`config.mk`:
```
export PLATFORM = sky130hd
export DESIGN_NAME = sesa_event_status
export DESIGN_NICKNAME = d
export VERILOG_FILES = /design/src/verilog/sesa_mc_timer.v /design/src/verilog/sesa_event_status.v
export VERILOG_INCLUDE_DIRS = /design/src /design/src/verilog
export SDC_FILE = /design/constraint.sdc
export NUM_CORES = 1
export LEC_CHECK = 0
export BUFFER_PORTS_ARGS = -buffer_cell sky130_fd_sc_hd__buf_4
export CORE_MARGIN = 1
export CORE_UTILIZATION = 55
export CTS_BUF_LIST = sky130_fd_sc_hd__clkbuf_4 sky130_fd_sc_hd__clkbuf_8 sky130_fd_sc_hd__clkbuf_16
export CTS_CLUSTER_DIAMETER = 80
export CTS_CLUSTER_SIZE = 25
export DETAILED_ROUTE_END_ITERATION = 7
export PLACE_DENSITY_LB_ADDON = 0.3
export SETUP_SLACK_MARGIN = 0.5
export SYNTH_ARGS = -nofsm -noshare
export SYNTH_HDL_FRONTEND = slang
export SYNTH_SLANG_ARGS = --single-unit
export TNS_END_PERCENT = 30
```
`constraint.sdc`:
```
create_clock -name mclk -period 3 [get_ports mclk]
set_clock_uncertainty 0.05 [all_clocks]
set_input_delay 0.3 -clock mclk [delete_from_list [all_inputs] [get_ports mclk]]
set_output_delay 0.3 -clock mclk [all_outputs]
set_load 0.005 [all_outputs]
```
`src/verilog/sesa_regs.vh`:
```
// register offsets, field positions and reset values of the switch event status block
`ifndef SESA_REGS_VH
`define SESA_REGS_VH

// -----------------------------------------------------------------
// register byte offsets
// -----------------------------------------------------------------
`define SESA_OFF_CRC_STAT 12'h000
`define SESA_OFF_MGMT_STAT 12'h004
`define SESA_OFF_MGMT_EN 12'h008
`define SESA_OFF_GLB_STAT 12'h00c
`define SESA_OFF_GLB_MASK 12'h010
`define SESA_OFF_MC_ERR 12'h014
`define SESA_OFF_MC_LIMIT 12'h018

// -----------------------------------------------------------------
// global status field positions
// -----------------------------------------------------------------
`define SESA_GLB_CRC 0
`define SESA_GLB_MGMT 1
`define SESA_GLB_MCLAT 2

// -----------------------------------------------------------------
// reset values
// -----------------------------------------------------------------
`define SESA_RST_MASK 3'h0
`define SESA_RST_MC_LIMIT 16'h0100

// -----------------------------------------------------------------
// axi responses
// -----------------------------------------------------------------
`define SESA_RESP_OKAY 2'h0
`define SESA_RESP_SLVERR 2'h2

`endif

```
`src/verilog/sesa_mc_timer.v`:
```
// per-port multicast latency timer
`timescale 1ns/1ps
module sesa_mc_timer #(
  parameter CNT_W = 16
) (
  // clock and reset
  input wire mclk,
  input wire rst,
  // control
  input wire [CNT_W-1:0] limit,
  input wire pending,
  input wire sent,
  input wire errClear,
  // status
  output reg expired,
  output reg blocked
);

  reg [CNT_W-1:0] count;

  always @(posedge mclk)
  begin
    if (rst)
    begin
      count <= {CNT_W{1'b0}};
      expired <= 1'b0;
      blocked <= 1'b0;
    end
    else
    begin
      expired <= 1'b0;
      if (!pending || sent || blocked)
        count <= {CNT_W{1'b0}};
      else if (count >= limit)
      begin
        expired <= 1'b1;
        count <= {CNT_W{1'b0}};
      end
      else
        count <= count + {{(CNT_W-1){1'b0}}, 1'b1};
      // a fresh expiry wins over a clear in the same cycle
      if (!pending || sent || blocked || count < limit)
      begin
        if (errClear)
          blocked <= 1'b0;
      end
      else
        blocked <= 1'b1;
    end
  end

endmodule // sesa_mc_timer

```
`src/verilog/sesa_event_status.v`:
```
// switch event status aggregation with axi4-lite register access
// Behaviour
// - a port's crc-failed packet sets that port's packet crc fail flag
// - management summary bit is OR of management status bits gated by enables
// - multicast not sent within latency limit sets the multicast latency flag
// - timed-out port gets no multicast until software clears its error bit
//
// Local design decisions: register access over AXI4-Lite and the register offsets.
`timescale 1ns/1ps
`include "sesa_regs.vh"
module sesa_event_status #(
  parameter PORTS = 4,
  parameter MGMT_W = 8,
  parameter CNT_W = 16
) (
  // clock and reset
  input wire mclk,
  input wire rst,
  // axi4-lite write address
  input wire [11:0] s_axi_awaddr,
  input wire s_axi_awvalid,
  output reg s_axi_awready,
  // axi4-lite write data
  input wire [31:0] s_axi_wdata,
  input wire [3:0] s_axi_wstrb,
  input wire s_axi_wvalid,
  output reg s_axi_wready,
  // axi4-lite write response
  output reg [1:0] s_axi_bresp,
  output reg s_axi_bvalid,
  input wire s_axi_bready,
  // axi4-lite read address
  input wire [11:0] s_axi_araddr,
  input wire s_axi_arvalid,
  output reg s_axi_arready,
  // axi4-lite read data
  output reg [31:0] s_axi_rdata,
  output reg [1:0] s_axi_rresp,
  output reg s_axi_rvalid,
  input wire s_axi_rready,
  // events, one bit per port or source, from the same clock domain
  input wire [PORTS-1:0] crcFailPulse,
  input wire [MGMT_W-1:0] mgmtEventPulse,
  input wire [PORTS-1:0] mcPending,
  input wire [PORTS-1:0] mcSent,
  // multicast delivery gate and interrupt
  output reg [PORTS-1:0] mcDeliverEnable,
  output reg irq
);

  // -----------------------------------------------------------------
  // register state
  // -----------------------------------------------------------------
  reg [PORTS-1:0] packet_crc_fail_flag;
  reg [MGMT_W-1:0] mgmtStatus;
  reg [MGMT_W-1:0] mgmtEnable;
  reg multicast_latency_timeout_flag;
  reg [2:0] glbMask;
  reg [CNT_W-1:0] mcLimit;
  reg [11:0] wrAddr;
  reg [31:0] wrData;
  reg [3:0] wrStrb;
  reg haveAddr;
  reg haveData;

  wire [PORTS-1:0] mcExpired;
  wire [PORTS-1:0] mcBlocked;
  wire mgmtSummary;
  wire [2:0] glbStatus;
  wire wrFire;
  wire [31:0] wrOnes;

  // byte enables turned into a bit mask
  function [31:0] strbMask;
    input [3:0] s;
    begin
      strbMask = {{8{s[3]}}, {8{s[2]}}, {8{s[1]}}, {8{s[0]}}};
    end
  endfunction

  // shared address decode for reads and writes
  function isReg;
    input [11:0] a;
    input [11:0] off;
    begin
      isReg = (a[11:2] == off[11:2]);
    end
  endfunction

  assign wrFire = haveAddr && haveData && !s_axi_bvalid;
  assign wrOnes = wrData & strbMask(wrStrb);
  assign mgmtSummary = |(mgmtStatus & mgmtEnable);
  assign glbStatus = {multicast_latency_timeout_flag, mgmtSummary, |packet_crc_fail_flag};

  // -----------------------------------------------------------------
  // write decode, shared by the register updates below
  // -----------------------------------------------------------------
  wire [31:0] wrKeep;
  wire wrCrcStat;
  wire wrMgmtStat;
  wire wrMgmtEn;
  wire wrGlbStat;
  wire wrGlbMask;
  wire wrMcErr;
  wire wrMcLimit;
  wire [PORTS-1:0] crcClear;
  wire [MGMT_W-1:0] mgmtClear;

  // a byte lane left out of the strobes keeps its old bits
  assign wrKeep = ~strbMask(wrStrb);
  assign wrCrcStat = wrFire && isReg(wrAddr, `SESA_OFF_CRC_STAT);
  assign wrMgmtStat = wrFire && isReg(wrAddr, `SESA_OFF_MGMT_STAT);
  assign wrMgmtEn = wrFire && isReg(wrAddr, `SESA_OFF_MGMT_EN);
  assign wrGlbStat = wrFire && isReg(wrAddr, `SESA_OFF_GLB_STAT);
  assign wrGlbMask = wrFire && isReg(wrAddr, `SESA_OFF_GLB_MASK);
  assign wrMcErr = wrFire && isReg(wrAddr, `SESA_OFF_MC_ERR);
  assign wrMcLimit = wrFire && isReg(wrAddr, `SESA_OFF_MC_LIMIT);
  // clears use only the strobed lanes, cut to each register's width
  assign crcClear = wrCrcStat ? wrOnes[PORTS-1:0] : {PORTS{1'b0}};
  assign mgmtClear = wrMgmtStat ? wrOnes[MGMT_W-1:0] : {MGMT_W{1'b0}};

  // -----------------------------------------------------------------
  // per-port multicast latency timers
  // -----------------------------------------------------------------
  genvar gi;
  generate
    for (gi = 0; gi < PORTS; gi = gi + 1)
    begin : gPort
      sesa_mc_timer #(
        .CNT_W(CNT_W)
      ) uTimer (
        .mclk(mclk),
        .rst(rst),
        .limit(mcLimit),
        .pending(mcPending[gi]),
        .sent(mcSent[gi]),
        .errClear(wrMcErr && wrOnes[gi]),
        .expired(mcExpired[gi]),
        .blocked(mcBlocked[gi])
      );
    end
  endgenerate

  // -----------------------------------------------------------------
  // write channel
  // -----------------------------------------------------------------
  // address and data are latched independently, so either order works
  always @(posedge mclk)
  begin
    if (rst)
    begin
      s_axi_awready <= 1'b1;
      s_axi_wready <= 1'b1;
      s_axi_bvalid <= 1'b0;
      s_axi_bresp <= `SESA_RESP_OKAY;
      haveAddr <= 1'b0;
      haveData <= 1'b0;
      wrAddr <= 12'h000;
      wrData <= 32'h00000000;
      wrStrb <= 4'h0;
    end
    else
    begin
      if (s_axi_awvalid && s_axi_awready)
      begin
        wrAddr <= s_axi_awaddr;
        haveAddr <= 1'b1;
        s_axi_awready <= 1'b0;
      end
      if (s_axi_wvalid && s_axi_wready)
      begin
        wrData <= s_axi_wdata;
        wrStrb <= s_axi_wstrb;
        haveData <= 1'b1;
        s_axi_wready <= 1'b0;
      end
      if (wrFire)
      begin
        haveAddr <= 1'b0;
        haveData <= 1'b0;
        s_axi_bvalid <= 1'b1;
        if (isReg(wrAddr, `SESA_OFF_CRC_STAT) || isReg(wrAddr, `SESA_OFF_MGMT_STAT)
            || isReg(wrAddr, `SESA_OFF_MGMT_EN) || isReg(wrAddr, `SESA_OFF_GLB_STAT)
            || isReg(wrAddr, `SESA_OFF_GLB_MASK) || isReg(wrAddr, `SESA_OFF_MC_ERR)
            || isReg(wrAddr, `SESA_OFF_MC_LIMIT))
          s_axi_bresp <= `SESA_RESP_OKAY;
        else
          s_axi_bresp <= `SESA_RESP_SLVERR;
      end
      if (s_axi_bvalid && s_axi_bready)
      begin
        s_axi_bvalid <= 1'b0;
        s_axi_awready <= 1'b1;
        s_axi_wready <= 1'b1;
      end
    end
  end

  // -----------------------------------------------------------------
  // control registers
  // -----------------------------------------------------------------
  always @(posedge mclk)
  begin
    if (rst)
    begin
      mgmtEnable <= {MGMT_W{1'b0}};
      glbMask <= `SESA_RST_MASK;
      mcLimit <= `SESA_RST_MC_LIMIT;
    end
    else
    begin
      if (wrMgmtEn)
        mgmtEnable <= (mgmtEnable & wrKeep[MGMT_W-1:0]) | wrOnes[MGMT_W-1:0];
      if (wrGlbMask)
        glbMask <= (glbMask & wrKeep[2:0]) | wrOnes[2:0];
      if (wrMcLimit)
        mcLimit <= (mcLimit & wrKeep[CNT_W-1:0]) | wrOnes[CNT_W-1:0];
    end
  end

  // -----------------------------------------------------------------
  // sticky event flags, write one to clear, set wins over clear
  // -----------------------------------------------------------------
  always @(posedge mclk)
  begin
    if (rst)
    begin
      packet_crc_fail_flag <= {PORTS{1'b0}};
      mgmtStatus <= {MGMT_W{1'b0}};
      multicast_latency_timeout_flag <= 1'b0;
    end
    else
    begin
      packet_crc_fail_flag <= (packet_crc_fail_flag & ~crcClear)
        | crcFailPulse;
      mgmtStatus <= (mgmtStatus & ~mgmtClear)
        | mgmtEventPulse;
      if (|mcExpired)
        multicast_latency_timeout_flag <= 1'b1;
      else if (wrGlbStat && wrOnes[`SESA_GLB_MCLAT])
        multicast_latency_timeout_flag <= 1'b0;
    end
  end

  // -----------------------------------------------------------------
  // outputs: delivery gate and interrupt, both registered
  // -----------------------------------------------------------------
  always @(posedge mclk)
  begin
    if (rst)
    begin
      mcDeliverEnable <= {PORTS{1'b1}};
      irq <= 1'b0;
    end
    else
    begin
      // the timer's blocked bit already covers the expiry cycle
      mcDeliverEnable <= ~(mcBlocked | mcExpired);
      irq <= |(glbStatus & glbMask);
    end
  end

  // -----------------------------------------------------------------
  // read channel, one read in flight
  // -----------------------------------------------------------------
  always @(posedge mclk)
  begin
    if (rst)
    begin
      s_axi_arready <= 1'b1;
      s_axi_rvalid <= 1'b0;
      s_axi_rdata <= 32'h00000000;
      s_axi_rresp <= `SESA_RESP_OKAY;
    end
    else if (s_axi_arvalid && s_axi_arready)
    begin
      s_axi_arready <= 1'b0;
      s_axi_rvalid <= 1'b1;
      s_axi_rresp <= `SESA_RESP_OKAY;
      s_axi_rdata <= 32'h00000000;
      if (isReg(s_axi_araddr, `SESA_OFF_CRC_STAT))
        s_axi_rdata[PORTS-1:0] <= packet_crc_fail_flag;
      else if (isReg(s_axi_araddr, `SESA_OFF_MGMT_STAT))
        s_axi_rdata[MGMT_W-1:0] <= mgmtStatus;
      else if (isReg(s_axi_araddr, `SESA_OFF_MGMT_EN))
        s_axi_rdata[MGMT_W-1:0] <= mgmtEnable;
      else if (isReg(s_axi_araddr, `SESA_OFF_GLB_STAT))
        s_axi_rdata[2:0] <= glbStatus;
      else if (isReg(s_axi_araddr, `SESA_OFF_GLB_MASK))
        s_axi_rdata[2:0] <= glbMask;
      else if (isReg(s_axi_araddr, `SESA_OFF_MC_ERR))
        s_axi_rdata[PORTS-1:0] <= mcBlocked;
      else if (isReg(s_axi_araddr, `SESA_OFF_MC_LIMIT))
        s_axi_rdata[CNT_W-1:0] <= mcLimit;
      else
        s_axi_rresp <= `SESA_RESP_SLVERR;
    end
    else if (s_axi_rvalid && s_axi_rready)
    begin
      s_axi_rvalid <= 1'b0;
      s_axi_arready <= 1'b1;
    end
  end

endmodule // sesa_event_status

```
-- After elaboration in Yosys (flattened, before gate mapping)
Index checks and enable logic that the tools add are counted.
- register bits: 174
- input port bits: 87
- output and inout port bits: 46
- mux-type cells: 49
- bitwise operators: 18
- magnitude comparators: 8
- reduce and logical (&&, ||, !) cells: 60
- equal/unequal tests: 16
- add/subtract/negate cells: 4
- operators by type and width (kind ; count):
    $mux 16 ; 9
    $add 16x1->16 const B ; 4
    $ge 16x16->1 ; 4
    $lt 16x16->1 ; 4
    $eq 10x3->1 const B ; 6
    $eq 10x2->1 const B ; 4
    $mux 8 ; 5
    $and 16x16->16 ; 2
    $mux 13 ; 2
    $and 8x8->8 ; 3
    $mux 12 ; 2
    $eq 10x1->1 const B ; 2
    $logic_not 10->1 ; 2
    $logic_and 1x1->1 ; 19
    $logic_or 1x1->1 ; 18
    $mux 1 ; 18
    $mux 2 ; 8
    $not 16->16 ; 1
    $or 16x16->16 ; 1
    $or 8x8->8 ; 2
    $reduce_or 3->1 ; 5
    $mux 4 ; 3
    $reduce_or 2->1 ; 6
    $ne 2x1->1 const B ; 4
    other kinds (11) ; 21

-- Longest topological paths before layout
- word-level depth: 16
- mapped depth: 8
- depth with buffers taken out: 7

-- By module
A second synthesis with hierarchy kept.
- cell total of the unflattened synthesis: 1025
- area, all modules: 8919.8 µm²
- by module, submodules not included (module ; area each (µm²) ; times used ; cells an instance):
    sesa_event_status ; 4164.0 ; 1 ; 466
    sesa_mc_timer (gPort[0].uTimer ...) ; 1194.9 ; 3 ; 141
    sesa_mc_timer (gPort[3].uTimer) ; 1171.1 ; 1 ; 136

-- Least setup slack after synthesis
No wires, ideal clock.
- path kind: register -> register
- from: register with a tool-made name
- to: register gPort[0].uTimer.count[10]
- setup time: 0.065 ns
- slack: 0.884 ns
- stages on the path, launching flop included: 9
- buffers on the path: 1
- arrival time: 2.001 ns
- data required time: 2.885 ns
- cell sequence: dfxtp_1 > inv_1 > ha_1 > a211oi_1 > nor2_1 > a2111oi_0 > nand3b_1 > clkbuf_1 > nor2_1
- RTL lines (what ; line ; RTL):
    to (signal assigned) ; sesa_mc_timer.v:25 ; count <= {CNT_W{1'b0}};
    to (signal assigned) ; sesa_mc_timer.v:33 ; count <= {CNT_W{1'b0}};
    to (signal assigned) ; sesa_mc_timer.v:37 ; count <= {CNT_W{1'b0}};
    to (decl) ; sesa_mc_timer.v:19 ; reg [CNT_W-1:0] count;

==> impl_results.md <==
* Synth area leaders: dfxtp_1, ha_1, nor2_1
* Yosys top cell area share at 40.11%
* Worst min-delay path endpoint: mgmtStatus[4]
* Total power at 4.757 mW
* Path depth of the worst reg2reg path at 8
* Final Hold Viols at 0
* I/O Pins at 133
* CP startpoint kind: flip-flop
* Fin crit share at 75.82%
* Pwr Density at 480.6 nW/µm²
* Share of layout cells above drive strength 1 at 13.19%
* Cells after DPL at 1243
* Via count at 7359
* Worst Hold Class: in -> reg
* Combinational Power Share at 5.8%
* RSZ-0062 raised after global routing: yes
* Worst R2R End: gPort[3].uTimer.count[14]
* Clock power frac at 44.8%
* Largest net degree at the start of global routing at 86
* Number of buffers added on ports at 92
* # diodes at 0
* Setup-failing EPs final at 0
* Via/cell ratio at 5.749
* Post-Route Utilization at 65.35%
* Clk pin slew, worst setup/hold paths at 0.07 ns
* Final #Nets at 1234
* Grt ovf at 0
* Area of the mapped netlist at 8486 µm²
* Leakage power at 4.110 nW
* Power share of the sequential group at 49.4%
* Crit path time final at 2.275 ns
* CTS max path bufs at 2
* Post-Layout Cell Count at 1280
* Worst skew pair latency at 0.44 ns
* FILL cells at 1291
* Mapped Cells at 989
* Switching Fraction at 25.76%
* Worst slack at placement at 0.4958 ns
* DRT antenna net count at 0
* Status: complete, no violations
* List of most frequent post-synthesis cells: dfxtp_1, nor2_1, nand2_1
* VDD IR max at 0.4220 mV
* Crit path kind: reg -> reg
* TritonCTS clock tree: done
* Post-synthesis sequential area ratio at 40.11%
* Clk sink count at 170
* Fmax achieved at 439.6 MHz
* First-pass DRT Iterations at 5
* Row cnt at 45
* Switching power total at 1.226 mW
* Vias in the first global route at 6947
* Count leader, synth: dfxtp_1
* Synth-to-layout area growth at 16.65%
* Die width at 126.2 µm
* WHS at 0.02737 ns
* Yosys warnings at 0
* Clk Tree Root Cell: clkbuf_16
* Slew at the pin closest to its max-slew limit at 0.8470 ns
* Post-synth top area cell: dfxtp_1
* Num CTS Buffers at 17
* Initial Utilization at 56.03%
* Req. time, crit path at 3.28 ns
* Sum Neg Setup Slack at 0 ns
* Initial antenna violation count at 1
* Internal power at 3.531 mW
* Critical Path Sink Type: flip-flop
* WL/cell at 16.10 µm
* Die height at 126.2 µm
* Detailed Place HPWL at 14910 µm
* R2R Setup Slk at 0.73 ns
* Post-synthesis register bit count at 170
* Ys flop type: dfxtp_1
* Final instance area at 9898 µm²
* Post-Syn Area per Cell at 8.580 µm²
* Arrival @ worst endpoint at 2.56 ns
* Post-route setup slack at 0.7253 ns
* RePlAce Congestion at 0.8526
* MaxCap Viol Count at 0
* Hold path start: mgmtEventPulse[4]
* Hold depth at 3
* Normalized max-slew margin at 43.53%
* Synth cell types at 66
* DP Area at 9256 µm²
* GR Util All Layers at 27.58%
* Post-synth EDFFs at 0
* Async SR Flop Fraction at 0%
* Post-route DRC violation count at 0
* Number of DRC markers in iteration 0 at 542
* Slew Viols, Final at 0
* Core Area at 15150 µm²
* H-tree depth at 4
* DIE AREA at 15930 µm²
* CP Max Fanout at 15
* First-pass GRT wire length at 34320 µm
* Overall routed net length at 20610 µm
## worst max-delay path by stage
stage / cells past startpoint / slack (ns) / endpoint
global placement: 7 / 0.65 / gPort[3].uTimer.count[11]
global route: 8 / 0.48 / gPort[3].uTimer.count[13]
CTS: 8 / 0.70 / gPort[0].uTimer.count[9]
floorplan: 8 / 0.88 / gPort[0].uTimer.count[10]
finish: 8 / 0.73 / gPort[3].uTimer.count[14]
detailed placement: 7 / 0.50 / gPort[3].uTimer.count[6]
## metal layers
layer,vias up,global-route usage [%],wire (µm)
li1,3617,-,-
met1,3457,37.08,9544
met2,246,43.16,9303
met3,39,5.650,1244
met4,0,11.34,517
met5,-,0,0
## worst max-delay path: stages (launching register included)
cell and delay (ns):
dfxtp_1 0.36, inv_1 0.15, ha_1 0.36, nand4_1 0.15, nor4_1 0.47, o211ai_1 0.20
nand3b_1 0.20, buf_12 0.16, nor2_1 0.05
## power by group through the flow
stage          Combinational, mW  Sequential [mW]  Clock [mW]
2_1_floorplan              0.175             2.38           0
3_5_place_dp               0.267             2.40           0
4_1_cts                    0.275             2.35        2.17
5_1_grt                    0.305             2.35        2.27
6_report                   0.276             2.35        2.13
3_3_place_gp               0.263             2.40           0
## repair_timing
action / CTS / global route
hold buffers: 3 / 0
resized for setup: 0 / 1
buffers inserted: 2 / 0
setup endpoints to repair: 14 / 17
endpoints found under the hold margin: 3 / 0
## logic make-up after synthesis
kind of cell | share of synthesized area (%)
AO/OA/AOI/OAI | 13.12
XOR/XNOR | 5.780
adder cells (fa/ha/maj) | 10.03
buffers and inverters | 5.279
flip-flops | 40.11
multiplexers | 4.394
other | 0.04419
AND/OR/NAND/NOR | 21.25
## placed cells by master, fill, tap and decap left out, types with 6 or more instances in the layout
cell type  count
nand2b_1       6
ha_1          68
nor2_1       136
inv_1         50
o21ai_0       34
buf_4         98
nor3_1        14
o211ai_1       6
dfxtp_1      170
xor2_1        21
conb_1        18
nor4_1        11
clkbuf_16     17
a21oi_1       79
nand3_1       28
mux2i_1       35
and3_1        10
nand2_1      106
a22oi_1       17
nand4_1       33
xnor2_1       35
## cell type report
class / instances / area, µm² / share of cell area (%)
multi-input combinational: 737 / 4700 / 47.48
timing repair buffer: 102 / 785.8 / 7.938
inverter: 51 / 191.4 / 1.934
sequential: 170 / 3403 / 34.38
clock buffer: 17 / 425.4 / 4.298
tap: 188 / 235.2 / 2.376
clock inverter: 15 / 157.7 / 1.593
No activity file was read; power rests on OpenSTA's default activity.
